$ cat src/rtl/psi_pkg.sv
package psi_pkg;

    // Opcodes of the string port-input family
    localparam logic [7:0]  OPC_BYTE_INPUT = 8'h6c;
    localparam logic [7:0]  OPC_WIDE_INPUT = 8'h6d;

    // Element sizes in bytes, also the index step
    localparam logic [2:0]  SIZE_BYTE      = 3'h1;
    localparam logic [2:0]  SIZE_WORD      = 3'h2;
    localparam logic [2:0]  SIZE_DWORD     = 3'h4;

    localparam logic [1:0]  PRIV_USER      = 2'h3;
    localparam logic [31:0] ERR_CODE_ZERO  = 32'h0;
    localparam logic [31:0] COUNT_ZERO     = 32'h0;

    localparam int          PORT_ADDR_W    = 16;
    localparam int          DATA_W         = 32;
    localparam int          LANES          = 4;

    typedef enum logic [2:0]
    {
        FLT_NONE,
        FLT_GP,
        FLT_SS,
        FLT_PF,
        FLT_AC
    } psi_fault_e;

    typedef enum logic [2:0]
    {
        ST_IDLE,
        ST_CHECK,
        ST_PERM,
        ST_DEST,
        ST_IO,
        ST_MEM,
        ST_STEP
    } psi_state_e;

endpackage

$ cat src/rtl/psi_io_perm_check.sv
`timescale 1ns/1ps
module psi_io_perm_check
(
    input  wire logic       protectionEnable,
    input  wire logic       v86Flag,
    input  wire logic [1:0] currentPrivilege,
    input  wire logic [1:0] ioPrivilegeLevel,
    input  wire logic [2:0] elemSize,
    input  wire logic [3:0] permBits,
    output logic            needCheck,
    output logic            permFault
);
    import psi_pkg::*;

    logic [LANES-1:0] coverMask;

    // One permission bit per byte of the accessed port range
    for (genvar i = 0; i < LANES; i++)
    begin : g_cover
        assign coverMask[i] = (3'(i) < elemSize);
    end

    // In v86 mode the privilege level does not excuse the check
    assign needCheck = protectionEnable && (v86Flag || (currentPrivilege > ioPrivilegeLevel));
    assign permFault = needCheck && (|(permBits & coverMask));

endmodule // psi_io_perm_check

$ cat src/rtl/psi_dest_check.sv
`timescale 1ns/1ps
module psi_dest_check
(
    input  wire logic                 protectionEnable,
    input  wire logic                 v86Flag,
    input  wire logic [1:0]           currentPrivilege,
    input  wire logic                 alignCheckEnable,
    input  wire logic                 segWritable,
    input  wire logic                 segNull,
    input  wire logic [31:0]          segLimit,
    input  wire logic [31:0]          stackSegLimit,
    input  wire logic [31:0]          offset,
    input  wire logic [2:0]           elemSize,
    output psi_pkg::psi_fault_e       destFault
);
    import psi_pkg::*;

    logic [32:0] lastByte;
    logic        overSeg;
    logic        overStack;
    logic        unaligned;
    logic        protMode;

    assign lastByte  = {1'b0, offset} + {30'h0, elemSize} - 33'h1;
    assign overSeg   = lastByte > {1'b0, segLimit};
    assign overStack = lastByte > {1'b0, stackSegLimit};
    assign unaligned = |(offset[2:0] & (elemSize - 3'h1));
    assign protMode  = protectionEnable && !v86Flag;

    // Limit and writability faults take priority over alignment
    always_comb
    begin
        destFault = FLT_NONE;
        if (!protectionEnable)
        begin
            if (overSeg)
                destFault = FLT_GP;
            else if (overStack)
                destFault = FLT_SS;
        end
        else if (protMode && !segWritable)
            destFault = FLT_GP;
        else if ((protMode && segNull) || overSeg)
            destFault = FLT_GP;
        else if (alignCheckEnable && unaligned && (v86Flag || currentPrivilege == PRIV_USER))
            destFault = FLT_AC;
    end

endmodule // psi_dest_check

$ cat src/rtl/psi_exec.sv
`timescale 1ns/1ps
// Notes on behaviour
// - 6C byte form, 6D word or dword
// - Port number only from 16-bit port register
// - Byte size by opcode, wider by operand size
// - Store at extra segment, 16/32-bit index
// - Destination segment always extra, overrides ignored
// - Direction flag 0 increments, 1 decrements
// - Step by 1, 2 or 4
// - Read and store before index update
// - Repeat prefix loops count register elements
// - Permission bitmap consulted when privilege insufficient
// - Set permission bit gives GP zero, no transfer
// - V86 mode always checks bitmap, any level
// - Nonwritable destination segment gives GP zero in protected mode outside v86
// - Illegal extra segment address gives GP
// - Unaligned user access with checking gives AC
// - Real mode stack limit overrun gives SS
// - Failed page translation gives page fault
module psi_exec
#(
    parameter int PORT_W = 16,
    parameter int IDX_W  = 32
)
(
    input  wire logic                 clock,
    input  wire logic                 rst,
    // Instruction start
    input  wire logic                 start,
    input  wire logic [7:0]           opcode,
    input  wire logic                 opSize32,
    input  wire logic                 repPrefix,
    input  wire logic [31:0]          destIndexIn,
    input  wire logic [31:0]          repeatCountIn,
    input  wire logic [15:0]          portAddressReg,
    input  wire logic                 directionFlag,
    // Mode and privilege
    input  wire logic                 protectionEnable,
    input  wire logic                 v86Flag,
    input  wire logic [1:0]           currentPrivilege,
    input  wire logic [1:0]           ioPrivilegeLevel,
    input  wire logic                 alignCheckEnable,
    // Extra segment and stack segment state
    input  wire logic                 segWritable,
    input  wire logic                 segNull,
    input  wire logic [31:0]          segLimit,
    input  wire logic [31:0]          stackSegLimit,
    // Permission bitmap lookup
    output logic                      permReq,
    input  wire logic                 permValid,
    input  wire logic [3:0]           permBits,
    // Port read
    output logic                      ioReq,
    output logic [15:0]               ioPort,
    output logic [2:0]                ioSize,
    input  wire logic                 ioAck,
    input  wire logic [31:0]          ioData,
    // Memory store
    output logic                      memReq,
    output logic [31:0]               memAddr,
    output logic [31:0]               memData,
    output logic [2:0]                memSize,
    input  wire logic                 memAck,
    input  wire logic                 memPageFault,
    input  wire logic [31:0]          memFaultCode,
    // Completion
    output logic                      busy,
    output logic                      done,
    output logic                      faultValid,
    output psi_pkg::psi_fault_e       faultKind,
    output logic [31:0]               faultCode,
    output logic [31:0]               destIndexOut,
    output logic [31:0]               repeatCountOut
);
    import psi_pkg::*;

    if (PORT_W != PORT_ADDR_W || IDX_W != DATA_W)
    begin : g_bad_param
        $error("psi_exec supports only a 16-bit port and 32-bit index");
    end

    // Lane masks assume one byte lane per data byte
    if (DATA_W != 8 * LANES)
    begin : g_bad_lanes
        $error("psi_exec needs one byte lane per data byte");
    end

    // The widest element must fit the permission and lane masks
    if (int'(SIZE_DWORD) != LANES)
    begin : g_bad_size
        $error("psi_exec needs the doubleword size to match the lane count");
    end

    typedef struct packed
    {
        psi_state_e  fsm;
        logic [2:0]  elemSize;
        logic        wide;
        logic        block_loop_prefix;
        logic        df;
        logic [15:0] port;
        logic [31:0] idx;
        logic [31:0] cnt;
        logic        busy;
        logic        permReq;
        logic        ioReq;
        logic        memReq;
        logic [31:0] memAddr;
        logic [31:0] memData;
        logic        done;
        logic        faultValid;
        psi_fault_e  faultKind;
        logic [31:0] faultCode;
    } psi_exec_state_s;

    psi_exec_state_s s;
    psi_exec_state_s next_s;

    logic             validOpcode;
    logic [2:0]       startSize;
    logic [31:0]      effOffset;
    logic [31:0]      stepAmt;
    logic [31:0]      idxStepped;
    logic [31:0]      nextIdx;
    logic [31:0]      cntLess;
    logic [DATA_W-1:0] laneMask;
    logic             needPermCheck;
    logic             permFault;
    psi_fault_e       destFault;

    assign validOpcode = (opcode == OPC_BYTE_INPUT) || (opcode == OPC_WIDE_INPUT);

    // Size is fixed by the opcode for bytes, by operand size otherwise
    always_comb
    begin
        case (opcode)
            OPC_BYTE_INPUT: startSize = SIZE_BYTE;
            OPC_WIDE_INPUT: startSize = opSize32 ? SIZE_DWORD : SIZE_WORD;
            default:        startSize = SIZE_BYTE;
        endcase
    end

    // Narrow index addresses only its low half; upper bits are kept
    assign effOffset  = s.wide ? s.idx : {16'h0, s.idx[15:0]};
    assign stepAmt    = {29'h0, s.elemSize};
    assign idxStepped = s.df ? (s.idx - stepAmt) : (s.idx + stepAmt);
    assign nextIdx    = s.wide ? idxStepped : {s.idx[31:16], idxStepped[15:0]};
    assign cntLess    = s.cnt - 32'h1;

    // Only the lanes of the element reach memory, the rest read zero
    for (genvar i = 0; i < LANES; i++)
    begin : g_lane
        assign laneMask[8*i +: 8] = {8{3'(i) < s.elemSize}};
    end

    psi_io_perm_check u_perm
    (
        .protectionEnable (protectionEnable),
        .v86Flag          (v86Flag),
        .currentPrivilege (currentPrivilege),
        .ioPrivilegeLevel (ioPrivilegeLevel),
        .elemSize         (s.elemSize),
        .permBits         (permBits),
        .needCheck        (needPermCheck),
        .permFault        (permFault)
    );

    psi_dest_check u_dest
    (
        .protectionEnable (protectionEnable),
        .v86Flag          (v86Flag),
        .currentPrivilege (currentPrivilege),
        .alignCheckEnable (alignCheckEnable),
        .segWritable      (segWritable),
        .segNull          (segNull),
        .segLimit         (segLimit),
        .stackSegLimit    (stackSegLimit),
        .offset           (effOffset),
        .elemSize         (s.elemSize),
        .destFault        (destFault)
    );

    always_comb
    begin
        next_s            = s;
        next_s.done       = 1'b0;
        next_s.faultValid = 1'b0;
        case (s.fsm)
            ST_IDLE:
            begin
                if (start && validOpcode)
                begin
                    next_s.elemSize  = startSize;
                    next_s.wide      = opSize32;
                    next_s.block_loop_prefix       = repPrefix;
                    next_s.df        = directionFlag;
                    next_s.port      = portAddressReg;
                    next_s.idx       = destIndexIn;
                    next_s.cnt       = repeatCountIn;
                    next_s.faultKind = FLT_NONE;
                    next_s.faultCode = ERR_CODE_ZERO;
                    // Zero count ends at once and busy never rises
                    if (repPrefix && repeatCountIn == COUNT_ZERO)
                        next_s.done = 1'b1;
                    else
                    begin
                        next_s.busy = 1'b1;
                        next_s.fsm  = ST_CHECK;
                    end
                end
            end
            ST_CHECK:
            begin
                if (needPermCheck)
                begin
                    next_s.permReq = 1'b1;
                    next_s.fsm     = ST_PERM;
                end
                else
                    next_s.fsm = ST_DEST;
            end
            ST_PERM:
            begin
                if (permValid)
                begin
                    next_s.permReq = 1'b0;
                    if (permFault)
                    begin
                        // Aborts before any port read
                        next_s.fsm        = ST_IDLE;
                        next_s.busy       = 1'b0;
                        next_s.faultValid = 1'b1;
                        next_s.faultKind  = FLT_GP;
                        next_s.faultCode  = ERR_CODE_ZERO;
                    end
                    else
                        next_s.fsm = ST_DEST;
                end
            end
            ST_DEST:
            begin
                // Checked before the read so a segment or alignment fault never drains a port
                if (destFault != FLT_NONE)
                begin
                    next_s.fsm        = ST_IDLE;
                    next_s.busy       = 1'b0;
                    next_s.faultValid = 1'b1;
                    next_s.faultKind  = destFault;
                    next_s.faultCode  = ERR_CODE_ZERO;
                end
                else
                begin
                    next_s.ioReq = 1'b1;
                    next_s.fsm   = ST_IO;
                end
            end
            ST_IO:
            begin
                if (ioAck)
                begin
                    next_s.ioReq   = 1'b0;
                    next_s.memReq  = 1'b1;
                    next_s.memAddr = effOffset;
                    next_s.memData = ioData & laneMask;
                    next_s.fsm     = ST_MEM;
                end
            end
            ST_MEM:
            begin
                if (memAck)
                begin
                    next_s.memReq = 1'b0;
                    if (memPageFault)
                    begin
                        next_s.fsm        = ST_IDLE;
                        next_s.busy       = 1'b0;
                        next_s.faultValid = 1'b1;
                        next_s.faultKind  = FLT_PF;
                        next_s.faultCode  = memFaultCode;
                    end
                    else
                        next_s.fsm = ST_STEP;
                end
            end
            ST_STEP:
            begin
                // Index moves only after a clean store
                next_s.idx = nextIdx;
                if (s.block_loop_prefix)
                begin
                    next_s.cnt = cntLess;
                    if (cntLess == COUNT_ZERO)
                    begin
                        next_s.fsm  = ST_IDLE;
                        next_s.busy = 1'b0;
                        next_s.done = 1'b1;
                    end
                    else
                        next_s.fsm = ST_CHECK;
                end
                else
                begin
                    next_s.fsm  = ST_IDLE;
                    next_s.busy = 1'b0;
                    next_s.done = 1'b1;
                end
            end
            default:
            begin
                next_s = '0;
            end
        endcase
    end

    always_ff @(posedge clock)
    begin
        if (rst)
            s <= '0;
        else
            s <= next_s;
    end

    assign permReq        = s.permReq;
    assign ioReq          = s.ioReq;
    assign ioPort         = s.port;
    assign ioSize         = s.elemSize;
    assign memReq         = s.memReq;
    assign memAddr        = s.memAddr;
    assign memData        = s.memData;
    assign memSize        = s.elemSize;
    assign busy           = s.busy;
    assign done           = s.done;
    assign faultValid     = s.faultValid;
    assign faultKind      = s.faultKind;
    assign faultCode      = s.faultCode;
    assign destIndexOut   = s.idx;
    assign repeatCountOut = s.cnt;

endmodule // psi_exec

$ cat config.mk
export PLATFORM = sky130hd
export DESIGN_NAME = psi_exec
export DESIGN_NICKNAME = d
export VERILOG_FILES = /design/src/rtl/psi_pkg.sv /design/src/rtl/psi_io_perm_check.sv /design/src/rtl/psi_dest_check.sv /design/src/rtl/psi_exec.sv
export SDC_FILE = /design/constraint.sdc
export NUM_CORES = 1
export LEC_CHECK = 0
export BUFFER_PORTS_ARGS = -buffer_cell sky130_fd_sc_hd__buf_2
export CAP_MARGIN = 20
export CORE_UTILIZATION = 24
export CTS_BUF_LIST = sky130_fd_sc_hd__clkbuf_8
export DETAILED_ROUTE_END_ITERATION = 10
export PLACE_DENSITY = 0.46
export SYNTH_ARGS = -nofsm -noshare
export SYNTH_HDL_FRONTEND = slang
export SYNTH_HIERARCHICAL = 1
export SYNTH_SLANG_ARGS = --single-unit
$ cat constraint.sdc
create_clock -name clock -period 5.7 [get_ports clock]
set_input_delay 0.855 -clock clock [delete_from_list [all_inputs] [get_ports clock]]
set_output_delay 0.855 -clock clock [all_outputs]
set_load 0.02 [all_outputs]
== Yosys cells after proc, flatten, opt, wreduce, memory -nomap -nowiden ==
Cells that the tools add are included.

* Add/sub/neg operators: 6
* $mul: 0
* Divide/modulo/power cells: 0
* $lt $le $gt $ge: 7
* Equal/unequal tests: 22
* Shifts and indexed selects: 0
* Mux-type cells: 56
* Bitwise logic cells: 11
* Reductions and logical operators: 40

{| class="wikitable"
|+ Operator list
! operator !! count
|-
| one-hot mux 64 bit (3 select lines) || 1
|-
| 2-to-1 mux 36 bit || 5
|-
| one-hot mux 35 bit (5 select lines) || 1
|-
| 2-to-1 mux 32 bit || 4
|-
| one-hot mux 64 bit (2 select lines) || 1
|-
| 2-to-1 mux 90 bit || 1
|-
| greater-than comparator 33 x 32 -> 1 bit || 2
|-
| 2-to-1 mux 66 bit || 1
|-
| zero test 32 bit || 2
|-
| one-hot mux 22 bit (2 select lines) || 1
|-
| 2-to-1 mux 3 bit || 13
|-
| 2-to-1 mux 35 bit || 1
|-
| adder 32 x 3 -> 33 bit || 1
|-
| subtractor 33 x 1 -> 33 bit (second input constant) || 1
|-
| adder 32 x 3 -> 32 bit || 1
|-
| AND 32 bit || 1
|-
| subtractor 32 x 1 -> 32 bit (second input constant) || 1
|-
| subtractor 32 x 3 -> 32 bit || 1
|-
| inequality test 2 bit (second input constant) || 11
|-
| one-hot mux 3 bit (7 select lines) || 1
|-
| OR reduction 5 bit || 4
|-
| 2-to-1 mux 1 bit || 17
|-
| == test 8 x 7 -> 1 bit (second input constant) || 2
|-
| AND reduction 3 bit || 5
|-
| other kinds (30) || 63
|}

* Register bits after elaboration: 194
* Bits in latches: 0
* Bits in writable memories: 0
* Bits in read-only memories: 0
* Input bits: 239
* Output and inout port bits: 191
* Memories kept: 0

== Longest topological paths before layout ==
* Depth after elaboration: 12
* Mapped depth: 31
* Gate-level depth less buffers: 29

== Modules after synthesis ==
The synthesis kept the hierarchy.

{| class="wikitable"
|+ By module, submodules not included
! module !! times used !! cells each !! area each (um^2) !! seq. area each (um^2)
|-
| psi_exec || 1 || 1543 || 11695.0 || 3883.7
|-
| psi_dest_check || 1 || 497 || 3448.3 || 0.0
|-
| psi_io_perm_check || 1 || 15 || 97.6 || 0.0
|}

== Worst setup path after synthesis ==
No wires, ideal clock.

* Path kind: flip-flop to flip-flop
* Start: register s (netlist bit ioSize[1])
* End: register s (netlist bit faultKind[0])
* Library setup time: 74 ps
* Data arrival time: 5875 ps
* Path slack: -250 ps
* Cell stages (with the launch flop): 32
* Period minus slack after synthesis: 5950 ps
* Cells stage by stage: dfxtp_1 > inv_1 > ha_1 > inv_1 > ha_1 > inv_1 > fa_1 > nor2b_1 > o31ai_2 > a21oi_1 > a31o_2 > a41o_1 > o21ai_0 > a21oi_1 > o211ai_1 > ha_1 > a21o_1 > a21o_1 > a211oi_1 > o21ai_0 > a21oi_1 > o22ai_1 > a211o_1 > or3_1 > or3_1 > o22ai_1 > or3_1 > nand2b_1 > clkbuf_1 > clkbuf_1 > nand2_1 > a31oi_1

* Elaborated cells on any way between the ends: 29

{| class="wikitable"
|+ RTL lines
! item !! RTL line !! text
|-
| start, declared || psi_exec.sv:116 || <nowiki>psi_exec_state_s s;</nowiki>
|-
| start signal, assigned || psi_exec.sv:320 || <nowiki>s <= next_s;</nowiki>
|-
| adder 32 x 3 -> 33 bit * || psi_dest_check.sv:24 || <nowiki>assign lastByte = {1'b0, offset} + {30'h0, elemSize} - 33'h1;</nowiki>
|-
| subtractor 33 x 1 -> 33 bit * || psi_dest_check.sv:24 ||
|-
| greater-than comparator 33 x 32 -> 1 bit * || psi_dest_check.sv:25 || <nowiki>assign overSeg = lastByte > {1'b0, segLimit};</nowiki>
|-
| logical OR 1 bit || psi_dest_check.sv:43 || <nowiki>else if ((protMode && segNull) || overSeg)</nowiki>
|-
| 2-to-1 mux 3 bit || psi_dest_check.sv:43 ||
|-
| 2-to-1 mux 3 bit || psi_dest_check.sv:41 || <nowiki>else if (protMode && !segWritable)</nowiki>
|-
| 2-to-1 mux 3 bit * || psi_dest_check.sv:34 || <nowiki>if (!protectionEnable)</nowiki>
|-
| named net destFault[0] || psi_exec.sv:129 || <nowiki>psi_fault_e destFault;</nowiki>
|-
| nonzero test 3 bit || psi_exec.sv:243 || <nowiki>if (destFault != FLT_NONE)</nowiki>
|-
| inequality test 2 bit (no source line) || n/a ||
|-
| AND reduction 7 bit (no source line) || n/a ||
|}

Mark *: on every way through the listed nets, which the timed path passes. The rest lies on a longest branch. The select of a mux whose other input is x is not followed.
A chain may end at the register's enable or synchronous reset.

== Worst setup path in the final report ==
* Start: register s (netlist bit destIndexOut[2])
* End: register s (netlist bit faultCode[1])

* Elaborated cells on any way between the ends: 19

{| class="wikitable"
|+ RTL lines
! item !! RTL line !! text
|-
| 2-to-1 mux 32 bit * || psi_exec.sv:144 || <nowiki>assign effOffset = s.wide ? s.idx : {16'h0, s.idx[15:0]};</nowiki>
|-
| adder 32 x 3 -> 33 bit * || psi_dest_check.sv:24 ||
|-
| subtractor 33 x 1 -> 33 bit * || psi_dest_check.sv:24 ||
|-
| greater-than comparator 33 x 32 -> 1 bit * || psi_dest_check.sv:25 ||
|-
| logical OR 1 bit || psi_dest_check.sv:43 ||
|-
| 2-to-1 mux 3 bit || psi_dest_check.sv:43 ||
|-
| 2-to-1 mux 3 bit || psi_dest_check.sv:41 ||
|-
| 2-to-1 mux 3 bit * || psi_dest_check.sv:34 ||
|-
| named net destFault[0] || psi_exec.sv:129 ||
|-
| nonzero test 3 bit * || psi_exec.sv:243 ||
|-
| inequality test 2 bit (no source line) * || n/a ||
|-
| AND reduction 7 bit (no source line) * || n/a ||
|}

Mark *: on every way through the listed nets, which the timed path passes. The rest lies on a longest branch.

==> results_dict.tcl <==
set metrics [dict create \
    drive_gt1_share_pct 30.4 \
    syn_area_per_cell_sq_um 7.42 \
    fin_tns_setup_ns -3.12 \
    hold_ws_ns 0.456 \
    critPathArrivalTime_ns 6.39 \
    die_h_microns 254 \
    totalWireLength_mm 59.0 \
    min_path_type "reg -> reg" \
    cts-root-buf "clkbuf_8" \
    cts_sinks 194 \
    cts.path.max_buffers 2 \
    die_w_microns 254 \
    overflow 0 \
    fmax_ghz 0.171 \
    tightest_slew_ns 0.945 \
    synth_cell_type_count 81 \
    htreeDepth 4 \
    report.final.hold_viol_count 0 \
    utilization_pct 30.2 \
    track_usage_pct 17.8 \
    dp_worst_setup_slack_ns -0.866 \
    path_class "reg -> reg" \
    ant_nets 0 \
    nets 2781 \
    maxSlewViolCount 0 \
    holdBufCountCts 0 \
    syn_area_sq_um 15200 \
    drc 0 \
    outcome "finished with violations" \
    synth_edf_count 0 \
    clk_latency_ns 0.60 \
    core_sq_um 63000 \
    max_cap_violations 0 \
    ys_seq_elements 194 \
    gp_routability_congestion 0.881 \
    port_buffers 429 \
    cpMaxStageDelayCell "or3_4" \
    leakagePower_nw 8.81 \
    finalSetupViolCount 35 \
    die_area_sq_um 64500 \
    dp_hpwl_mm 45.4 \
    slowest_delay_ns 0.42 \
    grt_pass1_wl_mm 87.4 \
    worst-path-max-fanout 8 \
    vias 15500 \
    synth_fp_nets 2434 \
    io_pins 430 \
    end_kind "flip-flop" \
    synthArstFlopShare_pct 0 \
    slew_headroom_pct 36.9 \
    drt_iter0_drc 874 \
    post_drt_wl_per_cell_microns 18.1 \
    layout_commonest_cell "buf_2" \
    vdd_ir_drop_max_mv 0.162 \
    yosysSeqAreaShare_pct 25.5 \
    rsz0062_at_grt "true" \
    layout_common_cells "buf_2 (429), a21oi_1 (212), dfxtp_1 (188)" \
    synthFlopType "dfxtp_1" \
    violations "setup timing" \
    area_growth_pct 24.7 \
    grt_pass1_vias 15100 \
    skew_ns 0.0315 \
    worst_slack_ns -0.154 \
    cts_made_buffers 17 \
    cts_tree "yes" \
    clk_pin_slew_ns 0.13 \
    grt_antenna_before_repair 9 \
    fin_crit_ns 5.85 \
    grt_max_degree 78 \
    yosys_warnings 6 \
    start_util_pct 24.2 \
    power_density_nw_per_um2 156 \
    drt_pre_antenna_iters 5 \
    finalCritPeriodShare_pct 103 \
    crit_path_start_kind "flip-flop" \
    critPathRequiredTime_ns 6.23 \
    viasPerCell 4.75 \
    syn_inst 2055 \
    num_rows 92 \
]
==> per-layer routing <==
metal / global-route usage [%] / part of all wire (%) / wire, microns
met5: 0 / 0.12 / 69
met4: 5.44 / 2.0 / 1190
met2: 30.6 / 48 / 28500
met3: 3.81 / 5.8 / 3400
met1: 22.0 / 44 / 25900
==> worst max-delay path: cells and delay by family (launching register included) <==
kind,cells,cell delay (ns)
xor gates and xnor gates,1,0.22
buffers and inverters,4,0.38
DFF,1,0.35
and+or+nand+nor,5,1.21
AOI/OAI and AO/OA,15,2.72
adders and majority gates,3,0.91
==> worst paths after layout <==
check | start | endpoint | slack, ns | cells past startpoint
max reg2reg | destIndexOut[2] | faultCode[1] | -0.15 | 28
max | destIndexOut[2] | faultCode[1] | -0.15 | 28
min | memAddr[1] | memAddr[1] | 0.46 | 2
min reg2reg | memAddr[1] | memAddr[1] | 0.46 | 2
==> synthesized netlist by cell type (3+ instances only) <==
master / instances / area [sq um]
a2111oi_0: 3 / 26.3
a211o_1: 3 / 26.3
a211oi_1: 33 / 248
a21o_1: 36 / 270
a21oi_1: 217 / 1090
a221oi_1: 18 / 158
a22oi_1: 53 / 398
a311oi_1: 3 / 26.3
a31oi_1: 14 / 87.6
and2_1: 20 / 125
and3_1: 10 / 62.6
buf_1: 3 / 11.3
buf_2: 3 / 15.0
buf_4: 185 / 1390
clkbuf_1: 95 / 357
dfxtp_1: 194 / 3880
ha_1: 138 / 1730
inv_1: 143 / 537
mux2_2: 3 / 33.8
mux2i_1: 7 / 70.1
nand2_1: 182 / 683
nand2b_1: 8 / 50.1
nand3_1: 97 / 485
nand3b_1: 3 / 22.5
nand4_1: 32 / 200
nor2_1: 189 / 709
nor2b_1: 14 / 87.6
nor3_1: 46 / 230
nor4_1: 18 / 113
nor4_4: 3 / 63.8
o211ai_1: 8 / 60.1
o21a_1: 16 / 120
o21ai_0: 76 / 380
o21ai_1: 13 / 65.1
o21bai_1: 9 / 67.6
o22ai_1: 7 / 43.8
o31ai_1: 6 / 45.0
or2_2: 7 / 43.8
or3_1: 17 / 106
or4_1: 5 / 37.5
xnor2_1: 41 / 359
xor2_1: 21 / 184
==> power breakdown <==
group | total, W | leakage, nW | switching (W) | internal, W
sequential | 0.00136 | 1.57 | 0.00000362 | 0.00136
combinational | 0.000536 | 7.02 | 0.000285 | 0.000251
clock | 0.00107 | 0.225 | 0.000709 | 0.000366
total | 0.00297 | 8.81 | 0.000997 | 0.00198
==> cells by family after synthesis <==
kind of cell,Yosys count,share of synthesized area (%)
simple gates,672,21.1
compound gates,546,22.4
buf+inv,431,15.2
flops,194,25.5
fa+ha+maj,140,11.6
xor+xnor,62,3.56
mux,10,0.681
==> through the flow <==
| stage | instances | cell area (sq um) | power, W |
|---|---|---|---|
| 2_1_floorplan | 2055 | 15300 | 0.00167 |
| 3_3_place_gp | 3202 | 17900 | 0.00189 |
| 3_5_place_dp | 3203 | 17900 | 0.00189 |
| 4_1_cts | 3251 | 18800 | 0.00303 |
| 5_1_grt | 3261 | 19000 | 0.00313 |
| 6_report | 3262 | 19000 | 0.00297 |
==> registers in the layout, summed over array words and instances, names as in the netlist <==
name / count
repeatCountOut: 32
ioSize: 3
faultValid: 1
ioPort: 16
done: 1
memAddr: 32
memReq: 1
permReq: 1
busy: 1
destIndexOut: 32
faultCode: 32
s: 6
faultKind: 3
memData: 32
ioReq: 1
==> area by class of cell <==
type                       instances  area (sq um)
fill                            6943         44000
clock inverter                    15           220
clock buffer                      17           234
inverter                         144           543
tap                              846          1060
antenna                            1          2.50
sequential                       194          3890
timing repair buffer             615          3680
multi-input combinational       1430          9380
==> timing repair <==
action	4_1_cts	5_1_grt
gates cloned	3	0
pin swaps	33	28
endpoints found under the setup margin	38	37
setup buffers	13	9
gates resized for setup	44	26
Power figures use the tool's default switching activity.
